==> src/bfwf_pkg.sv <==
// package for the blitter flip wait flags block: register map, fields, types
// Function
// - enabled pending flip stalls parser fetch
// - flip completes when active address loaded
// - bit 8 waits on plane C async flip
// - bit 7 waits on plane C sync flip
// - bit 6 waits on sprite C sync flip
// - bit 9 reports sprite C flip pending
// - bits 11,10 plane C async/sync fields
// - condition code wait holds while code active
// - select zero disables, one to five enable
package bfwf_pkg;
    localparam int          ADDR_W         = 4;
    localparam int          DATA_W         = 32;
    localparam int          NFLIP          = 6;
    localparam int          CC_W           = 15;
    localparam int          SEL_W          = 4;
    // register offsets (byte addresses)
    localparam logic [3:0]  OFS_FLAGS      = 4'h0;
    localparam logic [3:0]  OFS_IRQ_STAT   = 4'h4;
    localparam logic [3:0]  OFS_IRQ_MASK   = 4'h8;
    localparam logic [3:0]  OFS_CC         = 4'hc;
    // field positions of the flags register
    localparam int          BIT_CCSEL_LO   = 0;
    localparam int          BIT_RSVD       = 5;
    localparam int          BIT_SPRC_SYNC  = 6;
    localparam int          BIT_PLNC_SYNC  = 7;
    localparam int          BIT_PLNC_ASYNC = 8;
    localparam int          BIT_SPRC_PEND  = 9;
    localparam int          BIT_PLNC_SPEND = 10;
    localparam int          BIT_PLNC_APEND = 11;
    localparam logic [3:0]  CCSEL_OFF      = 4'h0;
    localparam logic [3:0]  CCSEL_MAX      = 4'h5;
    localparam logic [31:0] FLAGS_RESET    = 32'h0000_0000;
    localparam logic [2:0]  IRQ_RESET      = 3'h0;
    // flip source index
    localparam int          FL_PLNC_ASYNC  = 0;
    localparam int          FL_PLNC_SYNC   = 1;
    localparam int          FL_SPRC_SYNC   = 2;
    // interrupt status bits
    localparam int          IRQ_WAIT_START = 0;
    localparam int          IRQ_WAIT_END   = 1;
    localparam int          IRQ_FLIP_DONE  = 2;

    typedef enum logic [1:0] {
        BFWF_RUN  = 2'b01,
        BFWF_WAIT = 2'b10
    } bfwf_state_t;

    typedef struct packed {
        logic [ADDR_W-1:0] addr;
        logic [DATA_W-1:0] wdata;
        logic              wr;
        logic              rd;
    } bfwf_bus_t;

    typedef struct packed {
        logic              async_en;
        logic              sync_en;
        logic              spr_en;
        logic [SEL_W-1:0]  cc_sel;
    } bfwf_cfg_t;
endpackage

==> src/bfwf_top.sv <==
// blitter flip wait flags: parser stall on display flips and condition codes
`timescale 1ns/100ps
module bfwf_top
    import bfwf_pkg::*;
(
    // clock and reset
    input  wire logic               mclk,
    input  wire logic               rst_n,
    // register port
    input  wire logic [ADDR_W-1:0]  reg_addr,
    input  wire logic [DATA_W-1:0]  reg_wdata,
    input  wire logic               reg_wr,
    input  wire logic               reg_rd,
    output logic      [DATA_W-1:0]  reg_rdata,
    // display engine flip status, asynchronous to mclk
    input  wire logic [2:0]         flip_req,
    input  wire logic [2:0]         flip_loaded,
    // condition codes from the parser domain
    input  wire logic [CC_W-1:0]    execute_condition_code_register,
    // parser control
    output logic                    parser_stall,
    output logic                    irq
);

    typedef struct packed {
        bfwf_cfg_t         cfg;
        logic [2:0]        req_s1, req_s2, req_s3;
        logic [2:0]        ld_s1, ld_s2, ld_s3;
        logic [2:0]        req_q, ld_q;
        logic [2:0]        pend;
        bfwf_state_t       state;
        logic [2:0]        irq_stat;
        logic [2:0]        irq_mask;
        logic [DATA_W-1:0] rdata;
        logic              stall;
        logic              irq;
    } bfwf_regs_t;

    bfwf_regs_t r, nx;
    logic [1:0] rst_sync_r;
    logic       srst_n;

    // reset release through two flops; kept out of the state struct
    // because it is cleared by the pin, not by its own output
    always_ff @(posedge mclk or negedge rst_n) begin
        if (!rst_n) begin
            rst_sync_r <= 2'h0;
        end else begin
            rst_sync_r <= {rst_sync_r[0], 1'b1};
        end
    end
    assign srst_n = rst_sync_r[1];

    // the whole flags register as read back
    function automatic logic [DATA_W-1:0] flags_word(bfwf_cfg_t c, logic [2:0] p);
        logic [DATA_W-1:0] w;
        w                 = '0;
        w[BIT_CCSEL_LO +: SEL_W] = c.cc_sel;
        w[BIT_SPRC_SYNC]  = c.spr_en;
        w[BIT_PLNC_SYNC]  = c.sync_en;
        w[BIT_PLNC_ASYNC] = c.async_en;
        w[BIT_SPRC_PEND]  = p[FL_SPRC_SYNC];
        w[BIT_PLNC_SPEND] = p[FL_PLNC_SYNC];
        w[BIT_PLNC_APEND] = p[FL_PLNC_ASYNC];
        return w;
    endfunction

    logic [2:0] en_vec;
    logic       cc_wait;
    logic       flip_wait;
    logic       want;
    logic [2:0] done_ev;

    always_comb begin
        nx          = r;
        // three-flop sampling; a change counts when s2 and s3 agree
        nx.req_s1   = flip_req;
        nx.req_s2   = r.req_s1;
        nx.req_s3   = r.req_s2;
        nx.ld_s1    = flip_loaded;
        nx.ld_s2    = r.ld_s1;
        nx.ld_s3    = r.ld_s2;
        for (int i = 0; i < 3; i++) begin
            if (r.req_s2[i] == r.req_s3[i]) nx.req_q[i] = r.req_s3[i];
            if (r.ld_s2[i] == r.ld_s3[i])   nx.ld_q[i]  = r.ld_s3[i];
        end
        // pending from request until the new address reaches active regs
        done_ev = r.pend & r.ld_q;
        nx.pend = (r.pend & ~r.ld_q) | (r.req_q & ~r.ld_q);

        en_vec[FL_PLNC_ASYNC] = r.cfg.async_en;
        en_vec[FL_PLNC_SYNC]  = r.cfg.sync_en;
        en_vec[FL_SPRC_SYNC]  = r.cfg.spr_en;
        flip_wait = |(en_vec & r.pend);
        // out-of-range selects above five are treated as disabled
        cc_wait = (r.cfg.cc_sel != CCSEL_OFF) && (r.cfg.cc_sel <= CCSEL_MAX)
                  && execute_condition_code_register[r.cfg.cc_sel - 4'h1];
        want = flip_wait | cc_wait;

        case (r.state)
            BFWF_RUN:  if (want)  nx.state = BFWF_WAIT;
            BFWF_WAIT: if (!want) nx.state = BFWF_RUN;
            default:   nx.state = BFWF_RUN;
        endcase
        nx.stall = want;

        // register writes; bit 5 and the pending bits are not stored
        if (reg_wr && reg_addr == OFS_FLAGS) begin
            nx.cfg.cc_sel   = reg_wdata[BIT_CCSEL_LO +: SEL_W];
            nx.cfg.spr_en   = reg_wdata[BIT_SPRC_SYNC];
            nx.cfg.sync_en  = reg_wdata[BIT_PLNC_SYNC];
            nx.cfg.async_en = reg_wdata[BIT_PLNC_ASYNC];
        end
        if (reg_wr && reg_addr == OFS_IRQ_MASK) nx.irq_mask = reg_wdata[2:0];

        // read data one cycle later; unmapped reads return zero
        nx.rdata = '0;
        if (reg_rd) begin
            case (reg_addr)
                OFS_FLAGS:    nx.rdata = flags_word(r.cfg, r.pend);
                OFS_IRQ_STAT: nx.rdata = {29'h0, r.irq_stat};
                OFS_IRQ_MASK: nx.rdata = {29'h0, r.irq_mask};
                OFS_CC:       nx.rdata = {17'h0, execute_condition_code_register};
                default:      nx.rdata = '0;
            endcase
        end

        // sticky status, read clears, new events win over the clear
        if (reg_rd && reg_addr == OFS_IRQ_STAT) nx.irq_stat = IRQ_RESET;
        if (want && r.state == BFWF_RUN)  nx.irq_stat[IRQ_WAIT_START] = 1'b1;
        if (!want && r.state == BFWF_WAIT) nx.irq_stat[IRQ_WAIT_END] = 1'b1;
        if (|done_ev) nx.irq_stat[IRQ_FLIP_DONE] = 1'b1;
        nx.irq = |(nx.irq_stat & r.irq_mask);
    end

    always_ff @(posedge mclk or negedge srst_n) begin
        if (!srst_n) begin
            r.cfg      <= '0;
            r.req_s1   <= 3'h0;
            r.req_s2   <= 3'h0;
            r.req_s3   <= 3'h0;
            r.ld_s1    <= 3'h0;
            r.ld_s2    <= 3'h0;
            r.ld_s3    <= 3'h0;
            r.req_q    <= 3'h0;
            r.ld_q     <= 3'h0;
            r.pend     <= 3'h0;
            r.state    <= BFWF_RUN;
            r.irq_stat <= IRQ_RESET;
            r.irq_mask <= IRQ_RESET;
            r.rdata    <= FLAGS_RESET;
            r.stall    <= 1'b0;
            r.irq      <= 1'b0;
        end else begin
            r.cfg      <= nx.cfg;
            r.req_s1   <= nx.req_s1;
            r.req_s2   <= nx.req_s2;
            r.req_s3   <= nx.req_s3;
            r.ld_s1    <= nx.ld_s1;
            r.ld_s2    <= nx.ld_s2;
            r.ld_s3    <= nx.ld_s3;
            r.req_q    <= nx.req_q;
            r.ld_q     <= nx.ld_q;
            r.pend     <= nx.pend;
            r.state    <= nx.state;
            r.irq_stat <= nx.irq_stat;
            r.irq_mask <= nx.irq_mask;
            r.rdata    <= nx.rdata;
            r.stall    <= nx.stall;
            r.irq      <= nx.irq;
        end
    end

    assign reg_rdata    = r.rdata;
    assign parser_stall = r.stall;
    assign irq          = r.irq;

    a_stall_on_flip: assert property (@(posedge mclk) disable iff (!srst_n)
        (r.cfg.sync_en && r.pend[FL_PLNC_SYNC]) |=> parser_stall)
        else $error("no stall with enabled plane sync flip pending");
    a_async_wait: assert property (@(posedge mclk) disable iff (!srst_n)
        (r.cfg.async_en && r.pend[FL_PLNC_ASYNC]) |=> parser_stall)
        else $error("no stall with plane async flip pending");
    a_sprite_wait: assert property (@(posedge mclk) disable iff (!srst_n)
        (r.cfg.spr_en && r.pend[FL_SPRC_SYNC]) |=> parser_stall)
        else $error("no stall with sprite flip pending");
    a_pend_clears: assert property (@(posedge mclk) disable iff (!srst_n)
        (r.pend[0] && r.ld_q[0]) |=> !r.pend[0])
        else $error("flip pending kept after active load");
    a_no_cause_run: assert property (@(posedge mclk) disable iff (!srst_n)
        (!flip_wait && !cc_wait) |=> !parser_stall)
        else $error("stall without cause");
    a_sprite_report: assert property (@(posedge mclk) disable iff (!srst_n)
        (reg_rd && reg_addr == OFS_FLAGS) |=> reg_rdata[BIT_SPRC_PEND] == $past(r.pend[2]))
        else $error("sprite pending misreported");
    a_plane_report: assert property (@(posedge mclk) disable iff (!srst_n)
        (reg_rd && reg_addr == OFS_FLAGS)
        |=> reg_rdata[BIT_PLNC_APEND +: 1] == $past(r.pend[0]))
        else $error("plane async pending misreported");
    a_rsvd_zero: assert property (@(posedge mclk) disable iff (!srst_n)
        $past(reg_rd) |-> !reg_rdata[BIT_RSVD])
        else $error("reserved bit read nonzero");
    a_cc_wait: assert property (@(posedge mclk) disable iff (!srst_n)
        (r.cfg.cc_sel == 4'h1 && execute_condition_code_register[0]) |=> parser_stall)
        else $error("no stall on active condition code");
    a_cc_off: assert property (@(posedge mclk) disable iff (!srst_n)
        (r.cfg.cc_sel == CCSEL_OFF && !flip_wait) |=> !parser_stall)
        else $error("stall with condition wait disabled");

    // stall follows any enabled pending flip or an active selected condition code, and nothing else
    a_flip_stall: assert property (@(posedge mclk) disable iff (!srst_n)
        flip_wait
        |=> parser_stall)
        else $error("no stall with enabled flip pending");

    a_stall_cause: assert property (@(posedge mclk) disable iff (!srst_n)
        parser_stall
        |-> $past(want))
        else $error("stall raised without a wait cause");

    a_no_enables: assert property (@(posedge mclk) disable iff (!srst_n)
        (!r.cfg.async_en && !r.cfg.sync_en && !r.cfg.spr_en)
        |-> !flip_wait)
        else $error("flip wait with every enable clear");

    a_state_stall: assert property (@(posedge mclk) disable iff (!srst_n)
        r.state == (parser_stall ? BFWF_WAIT : BFWF_RUN))
        else $error("wait state and stall output disagree");

    a_state_onehot: assert property (@(posedge mclk) disable iff (!srst_n)
        $onehot(r.state))
        else $error("wait state not one-hot");

    // pending lives from the filtered request until the active load
    a_pend_sync_clr: assert property (@(posedge mclk) disable iff (!srst_n)
        (r.pend[FL_PLNC_SYNC] && r.ld_q[FL_PLNC_SYNC])
        |=> !r.pend[FL_PLNC_SYNC])
        else $error("plane sync pending kept after active load");

    a_pend_spr_clr: assert property (@(posedge mclk) disable iff (!srst_n)
        (r.pend[FL_SPRC_SYNC] && r.ld_q[FL_SPRC_SYNC])
        |=> !r.pend[FL_SPRC_SYNC])
        else $error("sprite pending kept after active load");

    a_pend_async_hold: assert property (@(posedge mclk) disable iff (!srst_n)
        (r.pend[FL_PLNC_ASYNC] && !r.ld_q[FL_PLNC_ASYNC])
        |=> r.pend[FL_PLNC_ASYNC])
        else $error("plane async pending dropped before load");

    a_pend_sync_hold: assert property (@(posedge mclk) disable iff (!srst_n)
        (r.pend[FL_PLNC_SYNC] && !r.ld_q[FL_PLNC_SYNC])
        |=> r.pend[FL_PLNC_SYNC])
        else $error("plane sync pending dropped before load");

    a_pend_spr_hold: assert property (@(posedge mclk) disable iff (!srst_n)
        (r.pend[FL_SPRC_SYNC] && !r.ld_q[FL_SPRC_SYNC])
        |=> r.pend[FL_SPRC_SYNC])
        else $error("sprite pending dropped before load");

    a_pend_needs_req: assert property (@(posedge mclk) disable iff (!srst_n)
        $rose(r.pend[FL_PLNC_ASYNC])
        |-> $past(r.req_q[FL_PLNC_ASYNC]))
        else $error("plane async pending without request");

    a_flip_done_irq: assert property (@(posedge mclk) disable iff (!srst_n)
        (|done_ev)
        |=> r.irq_stat[IRQ_FLIP_DONE])
        else $error("flip completion not recorded");

    // the filter only moves once the second and third flops agree
    a_req_filter: assert property (@(posedge mclk) disable iff (!srst_n)
        $changed(r.req_q)
        |-> $past(r.req_s2 == r.req_s3))
        else $error("request filter moved on disagreement");

    a_ld_filter: assert property (@(posedge mclk) disable iff (!srst_n)
        $changed(r.ld_q)
        |-> $past(r.ld_s2 == r.ld_s3))
        else $error("load filter moved on disagreement");

    // read-back of enables and pending flags
    a_async_en_read: assert property (@(posedge mclk) disable iff (!srst_n)
        (reg_rd && reg_addr == OFS_FLAGS)
        |=> reg_rdata[BIT_PLNC_ASYNC] == $past(r.cfg.async_en))
        else $error("plane async enable misreported");

    a_sync_en_read: assert property (@(posedge mclk) disable iff (!srst_n)
        (reg_rd && reg_addr == OFS_FLAGS)
        |=> reg_rdata[BIT_PLNC_SYNC] == $past(r.cfg.sync_en))
        else $error("plane sync enable misreported");

    a_spr_en_read: assert property (@(posedge mclk) disable iff (!srst_n)
        (reg_rd && reg_addr == OFS_FLAGS)
        |=> reg_rdata[BIT_SPRC_SYNC] == $past(r.cfg.spr_en))
        else $error("sprite enable misreported");

    a_sync_report: assert property (@(posedge mclk) disable iff (!srst_n)
        (reg_rd && reg_addr == OFS_FLAGS)
        |=> reg_rdata[BIT_PLNC_SPEND] == $past(r.pend[FL_PLNC_SYNC]))
        else $error("plane sync pending misreported");

    a_flags_upper: assert property (@(posedge mclk) disable iff (!srst_n)
        (reg_rd && reg_addr == OFS_FLAGS)
        |=> reg_rdata[DATA_W-1:BIT_PLNC_APEND+1] == '0)
        else $error("unused flags bits read nonzero");

    a_rdata_idle: assert property (@(posedge mclk) disable iff (!srst_n)
        !reg_rd
        |=> reg_rdata == '0)
        else $error("read data outside its cycle");

    // condition code wait: select range and release
    a_cc_sel_high: assert property (@(posedge mclk) disable iff (!srst_n)
        (r.cfg.cc_sel > CCSEL_MAX)
        |-> !cc_wait)
        else $error("condition wait on a select above range");

    a_cc_top_sel: assert property (@(posedge mclk) disable iff (!srst_n)
        (r.cfg.cc_sel == CCSEL_MAX
            && execute_condition_code_register[CCSEL_MAX - 4'h1])
        |=> parser_stall)
        else $error("no stall on highest selected code");

    a_cc_release: assert property (@(posedge mclk) disable iff (!srst_n)
        (r.cfg.cc_sel != CCSEL_OFF && r.cfg.cc_sel <= CCSEL_MAX && !flip_wait
            && !execute_condition_code_register[r.cfg.cc_sel - 4'h1])
        |=> !parser_stall)
        else $error("stall kept after selected code cleared");

    a_cc_mirror: assert property (@(posedge mclk) disable iff (!srst_n)
        (reg_rd && reg_addr == OFS_CC)
        |=> reg_rdata[CC_W-1:0] == $past(execute_condition_code_register))
        else $error("condition code mirror misreported");

    // interrupt status and level
    a_wait_start: assert property (@(posedge mclk) disable iff (!srst_n)
        (want && r.state == BFWF_RUN)
        |=> r.irq_stat[IRQ_WAIT_START])
        else $error("stall start not recorded");

    a_wait_end: assert property (@(posedge mclk) disable iff (!srst_n)
        (!want && r.state == BFWF_WAIT)
        |=> r.irq_stat[IRQ_WAIT_END])
        else $error("stall end not recorded");

    a_irq_level: assert property (@(posedge mclk) disable iff (!srst_n)
        irq == |(r.irq_stat & $past(r.irq_mask)))
        else $error("irq level disagrees with status and mask");

    a_mask_read: assert property (@(posedge mclk) disable iff (!srst_n)
        (reg_rd && reg_addr == OFS_IRQ_MASK)
        |=> reg_rdata == DATA_W'($past(r.irq_mask)))
        else $error("irq mask misreported");

endmodule // bfwf_top

==> config.mk <==
export PLATFORM = sky130hd
export DESIGN_NAME = bfwf_top
export DESIGN_NICKNAME = d
export VERILOG_FILES = /design/src/bfwf_pkg.sv /design/src/bfwf_top.sv
export SDC_FILE = /design/constraint.sdc
export NUM_CORES = 1
export LEC_CHECK = 0
export BUFFER_PORTS_ARGS = -buffer_cell sky130_fd_sc_hd__buf_2
export CAP_MARGIN = 15
export CORE_MARGIN = 2
export CORE_UTILIZATION = 53
export CTS_CLUSTER_SIZE = 24
export DETAILED_ROUTE_END_ITERATION = 8
export GPL_TIMING_DRIVEN = 1
export PLACE_DENSITY_LB_ADDON = 0.2
export SKIP_CTS_REPAIR_TIMING = 1
export SYNTH_ARGS = -nofsm -noshare
export SYNTH_HDL_FRONTEND = slang
export SYNTH_SLANG_ARGS = --single-unit
==> constraint.sdc <==
create_clock -name mclk -period 3.62 [get_ports mclk]
set_input_delay 0 -clock mclk [delete_from_list [all_inputs] [get_ports mclk]]
set_output_delay 0 -clock mclk [all_outputs]
set_load 0.05 [all_outputs]
* Yosys cells after proc, flatten, opt, wreduce, memory -nomap -nowiden *
Cells that the tools add are included.

storage, ports and cells
  flip-flop bits (word level) = 78
  input bits = 61
  output and inout bits = 34
  word-level logic and storage cells = 73

cells by class
  add/sub/neg operators = 1
  $lt $le $gt $ge = 2
  equal/unequal tests = 13
  multiplexer cells = 11
  bitwise gates (word level) = 8
  reduce and logical (&&, ||, !) cells = 14

operators by type and width
  operator                                                        count
  case mux 15 bit (4 select lines)                                1
  AND 3 bit                                                       5
  2-to-1 mux 15 bit                                               1
  OR reduction 3 bit                                              3
  == test 4 bit, second input constant                            2
  logical AND 1 bit                                               7
  == test 1 bit                                                   6
  less-than comparator 4 x 5 -> 1 bit, second input constant      1
  binary-select mux 1 bit (select 4 bit)                          1
  == test 4 x 3 -> 1 bit, second input constant                   1
  less-or-equal comparator 4 x 3 -> 1 bit, second input constant  1
  zero test 4 bit                                                 1
  2-to-1 mux 1 bit                                                4
  2-to-1 mux 2 bit                                                2
  inequality test 2 bit, second input constant                    2
  case mux 2 bit (2 select lines)                                 1
  nonzero test 4 bit                                              1
  subtractor 4 x 1 -> 4 bit, second input constant                1
  2-to-1 mux 3 bit                                                1
  inverter 3 bit                                                  1
  OR 3 bit                                                        1
  == test 2 x 1 -> 1 bit, second input constant                   1
  == test 2 bit, second input constant                            1
  AND reduction 2 bit                                             1
  other kinds (2)                                                 2

* Longest topological paths before layout *
Gate-level depths: netlist of run 1.

  depth in word-level cells = 10
  depth in mapped cells = 9
  depth with buffers taken out = 8

* Worst setup path before layout of run 1 *
Ideal clock, no wire load.

  path kind = register to register
  from = reg r[69] (netlist bit)
  to = reg, netlist name irq
  library setup time = 0.139 ns
  arrival = 1.884 ns
  required time = 3.481 ns
  slack = 1.597 ns
  cell stages (with the launch flop) = 10
  period minus slack after synthesis = 2.023 ns
  cell sequence = dfrtp_1 -> buf_6 -> inv_1 -> ha_1 -> mux4_2 -> and4b_4 -> a41oi_2 -> nand3_2 -> nor2_1 -> o221ai_1

RTL lines
  what             line            source
  start, declared  bfwf_top.sv:39  bfwf_regs_t r, nx;

==> results of run 1 <==
cells in the final DEF (no fill, tap or decap), drive strengths merged, types with 2 or more instances in the layout:
master	n
a222oi	2
a22oi	7
a32oi	2
and2	7
buf	53
clkbuf	9
clkinv	4
clkinvlp	2
conb	18
dfrtp	60
dlygate4sd3	27
ha	3
inv	5
maj3	6
mux2	8
mux4	6
nand2	7
nor2	17
nor2b	7
nor4	2
o21ai	4
or3b	2
flip-flops by register name, summed over array words and instances (netlist names):
name	count
r	27
reg_rdata	15
nx	12
en_vec	3
rst_sync_r	2
irq	1
parser_stall	1
power groups by stage:
stage / Sequential (mW) / Combinational (mW) / Clock (mW)
finish: 0.835 / 0.398 / 0.518
global route: 0.848 / 0.434 / 0.566
CTS: 0.836 / 0.377 / 0.534
detailed placement: 0.848 / 0.373 / 0
global placement: 0.847 / 0.368 / 0
floorplan: 0.862 / 0.289 / 0
per-layer routing:
layer,vias up,routed length (um),global-route usage (%)
met5,-,0,0
met2,67,2350,25.9
li1,787,-,-
met1,797,2050,23.3
met4,0,86,8.53
met3,9,274,7.86
metrics by stage:
stage               util, %  instances  cell area (um2)
CTS                    62.0        314             2950
floorplan                 -        216             2690
global placement       58.3        298             2770
detailed placement     58.3        298             2770
finish                 67.7        341             3220
global route           67.7        341             3220
worst paths after layout:
kind / startpoint / endpoint / slack (ns)
setup / recovery: r[69]$_DFFE_PN0P_ / irq$_DFF_PN0_ / 1.21
setup reg to reg: r[69]$_DFFE_PN0P_ / irq$_DFF_PN0_ / 1.21
max in group asynchronous: rst_sync_r[1]$_DFF_PN0_ / r[50]$_DFFE_PN0N_ / 2.59
min in group asynchronous: rst_sync_r[1]$_DFF_PN0_ / parser_stall$_DFF_PN0_ / 0.22
hold / removal: reg_addr[1] / r[69]$_DFFE_PN0P_ / 0.07
hold reg to reg: rst_sync_r[1]$_DFF_PN0_ / parser_stall$_DFF_PN0_ / 0.22
kinds of logic after synthesis:
group,after synthesis
AOI/OAI and AO/OA,21
other,2
and+or+nand+nor,49
DFF,61
xor gates and xnor gates,1
buffers and inverters,42
adders and majority gates,9
muxes,15
area by class of cell:
type	instances	area (um2)
sequential	61	1530
inverter	4	15.0
tap	67	83.8
multi-input combinational	113	878
timing repair buffer	80	538
fill	373	1540
clock inverter	7	51.3
clock buffer	9	124
worst max-delay path, cell delays in order, from the launching register on:
cell      delay [ns]
dfrtp_1         0.54
inv_1           0.14
ha_1            0.39
mux4_2          0.33
and4b_4         0.22
a41oi_2         0.20
nand3_2         0.17
nor2_1          0.14
o221ai_1        0.12
==> flow_metrics.env, run 1 <==
export IMPL_synth_ff_type="dfrtp_1"
export IMPL_die_w_um=74.5
export IMPL_area_growth_syn_to_layout_pct=22.3
export IMPL_ys_ff_latch=61
export IMPL_tns_ns=0
export IMPL_num_antenna_cells=0
export IMPL_cts_buffer_depth=2
export IMPL_synth_seq_area_share_pct=58.1
export IMPL_grt_pass1_vias=1478
export IMPL_cp_max_fo=9
export IMPL_hold_slack_ns=0.0697
export IMPL_period_minus_slack_ns=2.41
export IMPL_synth_compound_area_share_pct=6.51
export IMPL_clk_latency_ns=0.34
export IMPL_synth_common_cells="60 x dfrtp_1, 32 x buf_4, 17 x nor2_1"
export IMPL_drive_above_1_share_pct=32.5
export IMPL_io_buffer_count=52
export IMPL_syn_inst=200
export IMPL_dpl_worst_slack_ns=1.23
export IMPL_final_nets=333
export IMPL_setup_slack_ns=1.21
export IMPL_num_rows=25
export IMPL_status="complete, no violations"
export IMPL_clkPwrFrac_pct=29.6
export IMPL_worstSetupEndpointType="register"
export IMPL_max_cap_violations=0
export IMPL_yosysMostFrequentCell="dfrtp_1"
export IMPL_drcViolationCount=0
export IMPL_initial_core_util_pct=55.3
export IMPL_vias=1660
export IMPL_fmax_mhz=415
export IMPL_core_um2=4750
export IMPL_vias_per_cell=4.87
export IMPL_antenna_found_initial=0
export IMPL_grt_max_degree=39
export IMPL_syn_mean_instance_area_um2=13.2
export IMPL_final_max_slew_viol_count=0
export IMPL_worstSetupStartpointType="register"
export IMPL_synth_area_um2=2630
export IMPL_swShare_pct=32.4
export IMPL_p_per_area_nw_per_um2=544
export IMPL_die_y_um=74.5
export IMPL_clock_sinks=61
export IMPL_wl_per_cell_um=14.0
export IMPL_dp_hpwl_um=3170
export IMPL_synthDistinctLibCells=40
export IMPL_async_flop_share_pct=100
export IMPL_fin_crit_sh_pct=66.6
export IMPL_hold_viol_final=0
export IMPL_cp_arrival_ns=2.61
export IMPL_yosysTopAreaCell="dfrtp_1"
export IMPL_track_usage_pct=17.9
export IMPL_synth_xor_xnor_area_share_pct=0.333
export IMPL_drtPass1Iterations=4
export IMPL_grt_pass1_wl_um=7070
export IMPL_drt_iter0_drc=140
export IMPL_synthSimpleGateAreaFrac_pct=10.9
export IMPL_netSwitchingPower_mw=0.568
export IMPL_synth_top_cell_area_share_pct=57.1
export IMPL_routed_wl_um=4770
export IMPL_crit_type="reg2reg"
export IMPL_p_int_mw=1.18
export IMPL_gp_congestion=0.828
export IMPL_seq_power_share_pct=47.7
export IMPL_io_pins=95
export IMPL_grt_ovfl_total=0
export IMPL_power_mw=1.75
export IMPL_crit_required_ns=3.82
export IMPL_cts_max_level=3
export IMPL_die_area_um2=5540
export IMPL_final_antenna_net_count=0
export IMPL_synthAdderAreaFrac_pct=3.71
export IMPL_maxSlewHeadroom_pct=56.7
export IMPL_tritoncts="done"
export IMPL_leakage_nw=1.53
export IMPL_rsz0062_at_grt="no"
export IMPL_final_setup_skew_ns=0.00579
export IMPL_tightest_slew_ns=0.645
export IMPL_setup_viol=0
export IMPL_synth_top_family_by_area="simple AND/OR/NAND/NOR gates"
export IMPL_ff2ff_path_depth=8
export IMPL_synth_edff_count=0
export IMPL_ir_worst_vdd_mv=0.473
export IMPL_hp_class="in2reg"
export IMPL_clk_pin_slew_ns=0.07
export IMPL_numCtsBuffers=9
export IMPL_synth_mux_area_share_pct=9.37
export IMPL_hold_depth=3
export IMPL_power_frac_comb_pct=22.7
export IMPL_clockRootBuffer="clkbuf_8"
export IMPL_synth_area_leaders="dfrtp_1 57%, buf_4 9.1%, mux2_2 3.4%"
export IMPL_synth_warnings=0
Note: power is estimated with default switching activity, not from simulation.
==> run 2: changes to the inputs <==
--- a/config.mk
+++ b/config.mk
@@ -5,10 +5,11 @@
 export SDC_FILE = /design/constraint.sdc
 export NUM_CORES = 1
 export LEC_CHECK = 0
+export ABC_AREA = 1
 export BUFFER_PORTS_ARGS = -buffer_cell sky130_fd_sc_hd__buf_2
 export CAP_MARGIN = 15
 export CORE_MARGIN = 2
-export CORE_UTILIZATION = 53
+export CORE_UTILIZATION = 49
 export CTS_CLUSTER_SIZE = 24
 export DETAILED_ROUTE_END_ITERATION = 8
 export GPL_TIMING_DRIVEN = 1
==> constraint.sdc (replaced) <==
create_clock -name mclk -period 2.5 [get_ports mclk]
set_input_delay 0 -clock mclk [delete_from_list [all_inputs] [get_ports mclk]]
set_output_delay 0 -clock mclk [all_outputs]
set_load 0.05 [all_outputs]
==> run 2 against run 1 <==
  * Setup slack got worse by 0.54 ns
  * Clock skew down 0.0010 ns
  * Non-clock buffer count grew 3
  * Final area up 2.7%
  * Clock power is 65% higher
  * Clock-buffer cell count unchanged
  * Core utilization down 3.8 points
  * Combinational power up 42%
  * Critical path type unchanged
  * Largest power group unchanged
==> flow_metrics.env, run 2 <==
export IMPL_leakage_nw=1.70
export IMPL_core_um2=5170
export IMPL_yosysMostFrequentCell="dfrtp_1"
export IMPL_worstSetupStartpointType="register"
export IMPL_setup_viol=0
export IMPL_clk_pin_slew_ns=0.07
export IMPL_drt_iter0_drc=79
export IMPL_cp_arrival_ns=2.03
export IMPL_layout_common_cells="59 x dfrtp_1, 54 x nand2_1, 52 x buf_2, 27 x dlygate4sd3_1, 21 x inv_1"
export IMPL_synth_area_um2=2670
export IMPL_grt_pass1_wl_um=7410
export IMPL_synthDistinctLibCells=25
export IMPL_ys_ff_latch=61
export IMPL_drtPass1Iterations=4
export IMPL_utilization_pct=63.9
export IMPL_hold_viol_final=0
export IMPL_crit_required_ns=2.70
export IMPL_drcViolationCount=0
export IMPL_route_layer_met1_wl_um=2160
export IMPL_synth_edff_count=0
export IMPL_rsz0062_at_grt="no"
export IMPL_largest_register_ffs=27
export IMPL_hold_slack_ns=0.0261
export IMPL_worstSetupEndpointType="register"
export IMPL_multi_input_area_um2=825
export IMPL_num_rows=26
export IMPL_wl_met3_um=341
export IMPL_synth_seq_area_share_pct=57.2
export IMPL_tritoncts="done"
export IMPL_period_minus_slack_ns=1.83
export IMPL_clock_sinks=61
export IMPL_setup_slack_ns=0.672
export IMPL_synth_common_cells="60 x dfrtp_1, 54 x nand2_1, 32 x buf_4"
export IMPL_swShare_pct=32.2
export IMPL_routed_wl_um=5000
export IMPL_wl_per_cell_um=12.0
export IMPL_num_antenna_cells=0
export IMPL_initial_core_util_pct=51.6
export IMPL_grt_max_degree=35
export IMPL_max_cap_violations=0
export IMPL_synth_area_leaders="dfrtp_1 56%, buf_4 9.0%, nand2_1 7.6%"
export IMPL_synth_warnings=0
export IMPL_route_met2_wl_um=2460
export IMPL_antenna_found_initial=0
export IMPL_final_max_slew_viol_count=0
export IMPL_p_int_mw=1.77
export IMPL_die_y_um=77.8
export IMPL_die_area_um2=6050
export IMPL_yosysTopAreaCell="dfrtp_1"
export IMPL_grt_ovfl_total=0
export IMPL_vias=1893
export IMPL_power_frac_comb_pct=21.6
export IMPL_hold_depth=4
export IMPL_vias_per_cell=4.55
export IMPL_p_per_area_nw_per_um2=789
export IMPL_fin_crit_sh_pct=73.1
export IMPL_tns_ns=0
export IMPL_clockRootBuffer="clkbuf_8"
export IMPL_clkPwrFrac_pct=32.8
export IMPL_gp_congestion=0.843
export IMPL_io_buffer_count=52
export IMPL_largest_register="r"
export IMPL_track_usage_pct=16.3
export IMPL_grt_pass1_vias=1639
export IMPL_final_antenna_net_count=0
export IMPL_netSwitchingPower_mw=0.840
export IMPL_hp_class="in2reg"
export IMPL_io_pins=95
export IMPL_tightest_slew_ns=0.557
export IMPL_seq_power_share_pct=45.6
export IMPL_fmax_mhz=547
export IMPL_async_flop_share_pct=100
export IMPL_crit_type="reg2reg"
export IMPL_die_w_um=77.8
export IMPL_area_growth_syn_to_layout_pct=23.9
export IMPL_fill_cells=414
export IMPL_synth_top_cell_area_share_pct=56.3
export IMPL_syn_inst=269
export IMPL_dpl_worst_slack_ns=0.675
export IMPL_status="complete, no violations"
export IMPL_cts_buffer_depth=2
export IMPL_clk_latency_ns=0.33
export IMPL_maxSlewHeadroom_pct=62.9
export IMPL_final_nets=405
export IMPL_cp_max_fo=11
export IMPL_numCtsBuffers=9
export IMPL_top_layer="met4"
export IMPL_drive_above_1_share_pct=25.1
export IMPL_cts_max_level=3
export IMPL_register_area_um2=1530
export IMPL_ir_worst_vdd_mv=0.576
export IMPL_dp_hpwl_um=3420
export IMPL_synth_ff_type="dfrtp_1"
export IMPL_final_setup_skew_ns=0.00477
export IMPL_ff2ff_path_depth=12
export IMPL_syn_mean_instance_area_um2=9.92
export IMPL_final_common_cell="dfrtp_1"
-- run 2: changes by cell type after synthesis, sizes merged, moves of 6 or more --
cell,delta
inv,+20
a22oi,-7
nor2b,-7
a21oi,+10
mux4,-6
nand4,+8
nand2,+51
nand3,+18
and2,-7
o21ai,+7
-- run 2: power by group through the flow --
stage | Clock [mW] | Combinational, mW | Sequential (mW)
3_3_place_gp | 0 | 0.525 | 1.20
5_1_grt | 0.938 | 0.625 | 1.21
3_5_place_dp | 0 | 0.531 | 1.21
2_1_floorplan | 0 | 0.391 | 1.24
6_report | 0.855 | 0.564 | 1.19
4_1_cts | 0.879 | 0.534 | 1.19
-- run 2: path summary, 6_finish.rpt --
| check | start | endpoint | slack [ns] |
|---|---|---|---|
| worst max-delay path | r[69]$_DFFE_PN0P_ | irq$_DFF_PN0_ | 0.67 |
| worst min-delay path | reg_rd | r[38]$_DFF_PN0_ | 0.03 |
| worst max register to register | r[69]$_DFFE_PN0P_ | irq$_DFF_PN0_ | 0.67 |
| worst min register to register | rst_sync_r[1]$_DFF_PN0_ | irq$_DFF_PN0_ | 0.26 |
| max in group asynchronous | rst_sync_r[1]$_DFF_PN0_ | reg_rdata[14]$_DFF_PN0_ | 1.68 |
| min in group asynchronous | rst_sync_r[1]$_DFF_PN0_ | irq$_DFF_PN0_ | 0.26 |
-- run 2: logic make-up after synthesis --
logic type / share of synthesized area (%)
simple gates: 17.9
buf+inv: 14.1
flops: 57.2
compound gates: 5.25
fa+ha+maj: 3.66
mux: 1.55
other cells: 0.281
-- run 2: metrics by stage --
step / instance area [um2] / instances / power, mW
6_report: 3310 / 416 / 2.61
3_5_place_dp: 2840 / 373 / 1.74
2_1_floorplan: 2730 / 285 / 1.63
3_3_place_gp: 2840 / 373 / 1.73
4_1_cts: 3040 / 389 / 2.60
5_1_grt: 3310 / 416 / 2.77
-- run 2: per-layer routing --
layer	vias up	GRT usage, %
met1	858	20.5
li1	963	-
met5	-	0
met2	68	24.8
met4	0	8.21
met3	4	5.70
-- run 2: area by class of cell --
cell class | count | area share (%)
sequential | 61 | 46.3
multi-input combinational | 161 | 24.9
timing repair buffer | 83 | 17.3
clock buffer | 9 | 3.75
inverter | 25 | 2.84
tap | 70 | 2.65
clock inverter | 7 | 2.23
-- run 2: critical path: stages, from the launching register on --
cell     delay [ns]
dfrtp_1        0.39
inv_2          0.16
ha_1           0.32
inv_1          0.13
nand3_1        0.09
nand3_1        0.07
nand3_1        0.08
nand3_2        0.11
nand2_2        0.08
nand2_2        0.07
nand2_2        0.05
nand2_1        0.05
nand3_1        0.08
==> run 3: changes to the inputs <==
==> constraint.sdc (replaced) <==
create_clock -name mclk -period 1.7 [get_ports mclk]
set_input_delay 0 -clock mclk [delete_from_list [all_inputs] [get_ports mclk]]
set_output_delay 0 -clock mclk [all_outputs]
set_load 0.05 [all_outputs]
==> run 3 against run 2 <==
  * Via count is 4.5% higher
  * Critical path type unchanged
  * Clock skew is 0.0065 ns higher
  * Register-to-register slack worse by 0.61 ns
  * Combinational power is 86% higher
  * Largest power group unchanged
  * Sequential share of layout area is 2.5 points lower
  * Final cell count is 1.7% higher
  * Sequential cell count stayed put
  * Critical path depth is 1 lower
  * Core utilization is 3.6 points higher
  * Sequential power is 46% higher
  * Maximum frequency is 11% higher
  * Highest routed layer unchanged
  * Hold slack hardly changed
==> flow_metrics.env, run 3 (synthesis results as in run 2) <==
export IMPL_antenna_found_initial=0
export IMPL_die_y_um=77.8
export IMPL_cp_num_buf_inv=5
export IMPL_clock_sinks=61
export IMPL_routed_wl_um=5350
export IMPL_hold_viol_final=0
export IMPL_track_usage_pct=16.4
export IMPL_dpl_worst_slack_ns=0.00869
export IMPL_clockRootBuffer="clkbuf_8"
export IMPL_clk_pin_slew_ns=0.07
export IMPL_layout_common_cells="59 x dfrtp_1, 52 x nand2_1, 52 x buf_2, 27 x dlygate4sd3_1, 19 x inv_1"
export IMPL_slowest_stage="dfrtp_1"
export IMPL_final_setup_skew_ns=0.0112
export IMPL_numCtsBuffers=9
export IMPL_drive_above_1_share_pct=31.2
export IMPL_final_nets=412
export IMPL_hp_class="in2reg"
export IMPL_drcViolationCount=0
export IMPL_worstSetupStartpointType="register"
export IMPL_wl_per_cell_um=12.6
export IMPL_drtPass1Iterations=4
export IMPL_vias_per_cell=4.68
export IMPL_dp_hpwl_um=3470
export IMPL_cts_buffer_depth=2
export IMPL_utilization_pct=67.5
export IMPL_cpPeakStageDelay_ns=0.36
export IMPL_largest_register_ffs=27
export IMPL_final_max_slew_viol_count=0
export IMPL_io_buffer_count=52
export IMPL_fin_crit_sh_pct=96.6
export IMPL_io_pins=95
export IMPL_cts_max_level=3
export IMPL_grt_pass1_vias=1787
export IMPL_path_cells="inv_2 -> buf_6 -> ha_4 -> inv_4 -> nand3_1 -> nand3_1 -> nand3_2 -> nand3_4 -> nand2_4 -> buf_4 -> buf_4"
export IMPL_num_antenna_cells=0
export IMPL_p_per_area_nw_per_um2=1220
export IMPL_drt_iter0_drc=94
export IMPL_critical_path_top_delay_family="buffers and inverters"
export IMPL_core_um2=5170
export IMPL_tritoncts="done"
export IMPL_period_minus_slack_ns=1.64
export IMPL_setup_viol=0
export IMPL_largest_register="r"
export IMPL_vias=1978
export IMPL_setup_slack_ns=0.0581
export IMPL_cp_arrival_ns=1.88
export IMPL_fmax_mhz=609
export IMPL_ir_worst_vdd_mv=0.953
export IMPL_final_antenna_net_count=0
export IMPL_area_growth_syn_to_layout_pct=30.8
export IMPL_die_area_um2=6050
export IMPL_initial_core_util_pct=51.6
export IMPL_crit_type="reg2reg"
export IMPL_final_common_cell="dfrtp_1"
export IMPL_grt_ovfl_total=0
export IMPL_fill_cells=375
export IMPL_leakage_nw=1.78
export IMPL_num_rows=26
export IMPL_worstSetupEndpointType="register"
export IMPL_cp_max_fo=5
export IMPL_max_cap_violations=0
export IMPL_grt_pass1_wl_um=7620
export IMPL_gp_congestion=0.853
export IMPL_status="complete, no violations"
export IMPL_die_w_um=77.8
export IMPL_clk_latency_ns=0.34
export IMPL_crit_required_ns=1.94
export IMPL_grt_max_degree=49
-- run 3: cell count changes in the layout (fill, tap and decap cells not counted), moves of 2 or more --
| cell | delta |
|---|---|
| nand3_2 | +8 |
| nand2_1 | -2 |
| ha_4 | +2 |
| clkbuf_8 | +2 |
| ha_1 | -2 |
| nand3_1 | -9 |
| inv_1 | -2 |
| buf_4 | +6 |
-- run 3: power breakdown --
group          switching, mW  internal, mW  leakage [nW]
logic                  0.650         0.403         0.908
registers              0.113          1.63         0.749
clock network          0.559         0.907         0.120
-- run 3: worst paths after layout --
| path | startpoint | end | slack, ns | depth (start not counted) |
|---|---|---|---|---|
| min reg2reg | rst_sync_r[1]$_DFF_PN0_ | nx[56]$_DFF_PN0_ | 0.15 | 0 |
| max | r[70]$_DFFE_PN0P_ | parser_stall$_DFF_PN0_ | 0.06 | 11 |
| max in group asynchronous | rst_sync_r[1]$_DFF_PN0_ | r[40]$_DFFE_PN1P_ | 0.99 | 1 |
| min | reg_rd | r[38]$_DFF_PN0_ | 0.03 | 4 |
| min in group asynchronous | rst_sync_r[1]$_DFF_PN0_ | nx[56]$_DFF_PN0_ | 0.15 | 0 |
| max reg2reg | r[70]$_DFFE_PN0P_ | parser_stall$_DFF_PN0_ | 0.06 | 11 |
-- run 3: per-stage QoR --
step	power, mW	cell area [um2]	setup TNS (ns)	hold slack (ns)	instances
floorplan	2.40	2730	0	-0.296	285
global placement	2.58	2880	-0.00202	-0.213	378
detailed placement	2.60	2880	0	-0.213	378
CTS	4.09	3110	-0.0323	-0.587	394
global route	4.47	3490	-0.0716	0.0465	423
finish	4.26	3490	0	0.0261	423
-- run 3: cell type report --
class,count,area (um2),area share [%]
tap,70,87.6,2.51
inverter,25,96.3,2.76
timing repair buffer,90,629,18.0
clock buffer,11,151,4.34
sequential,61,1530,43.8
clock inverter,5,82.6,2.36
multi-input combinational,161,916,26.2
-- run 3: worst register-to-register path, stage by stage, from the launching register on --
cell and delay [ns]:
dfrtp_1 0.36, inv_2 0.04, buf_6 0.11, ha_4 0.26, inv_4 0.08, nand3_1 0.07
nand3_1 0.09, nand3_2 0.10, nand3_4 0.11, nand2_4 0.06, buf_4 0.15, buf_4 0.12
-- run 3: metal layers --
metal	GRT usage (%)	share of wire (%)	up-vias
li1	-	-	973
met1	19.6	43	905
met2	25.4	48	85
met3	4.88	5.9	15
met4	11.4	2.7	0
met5	0	0	-
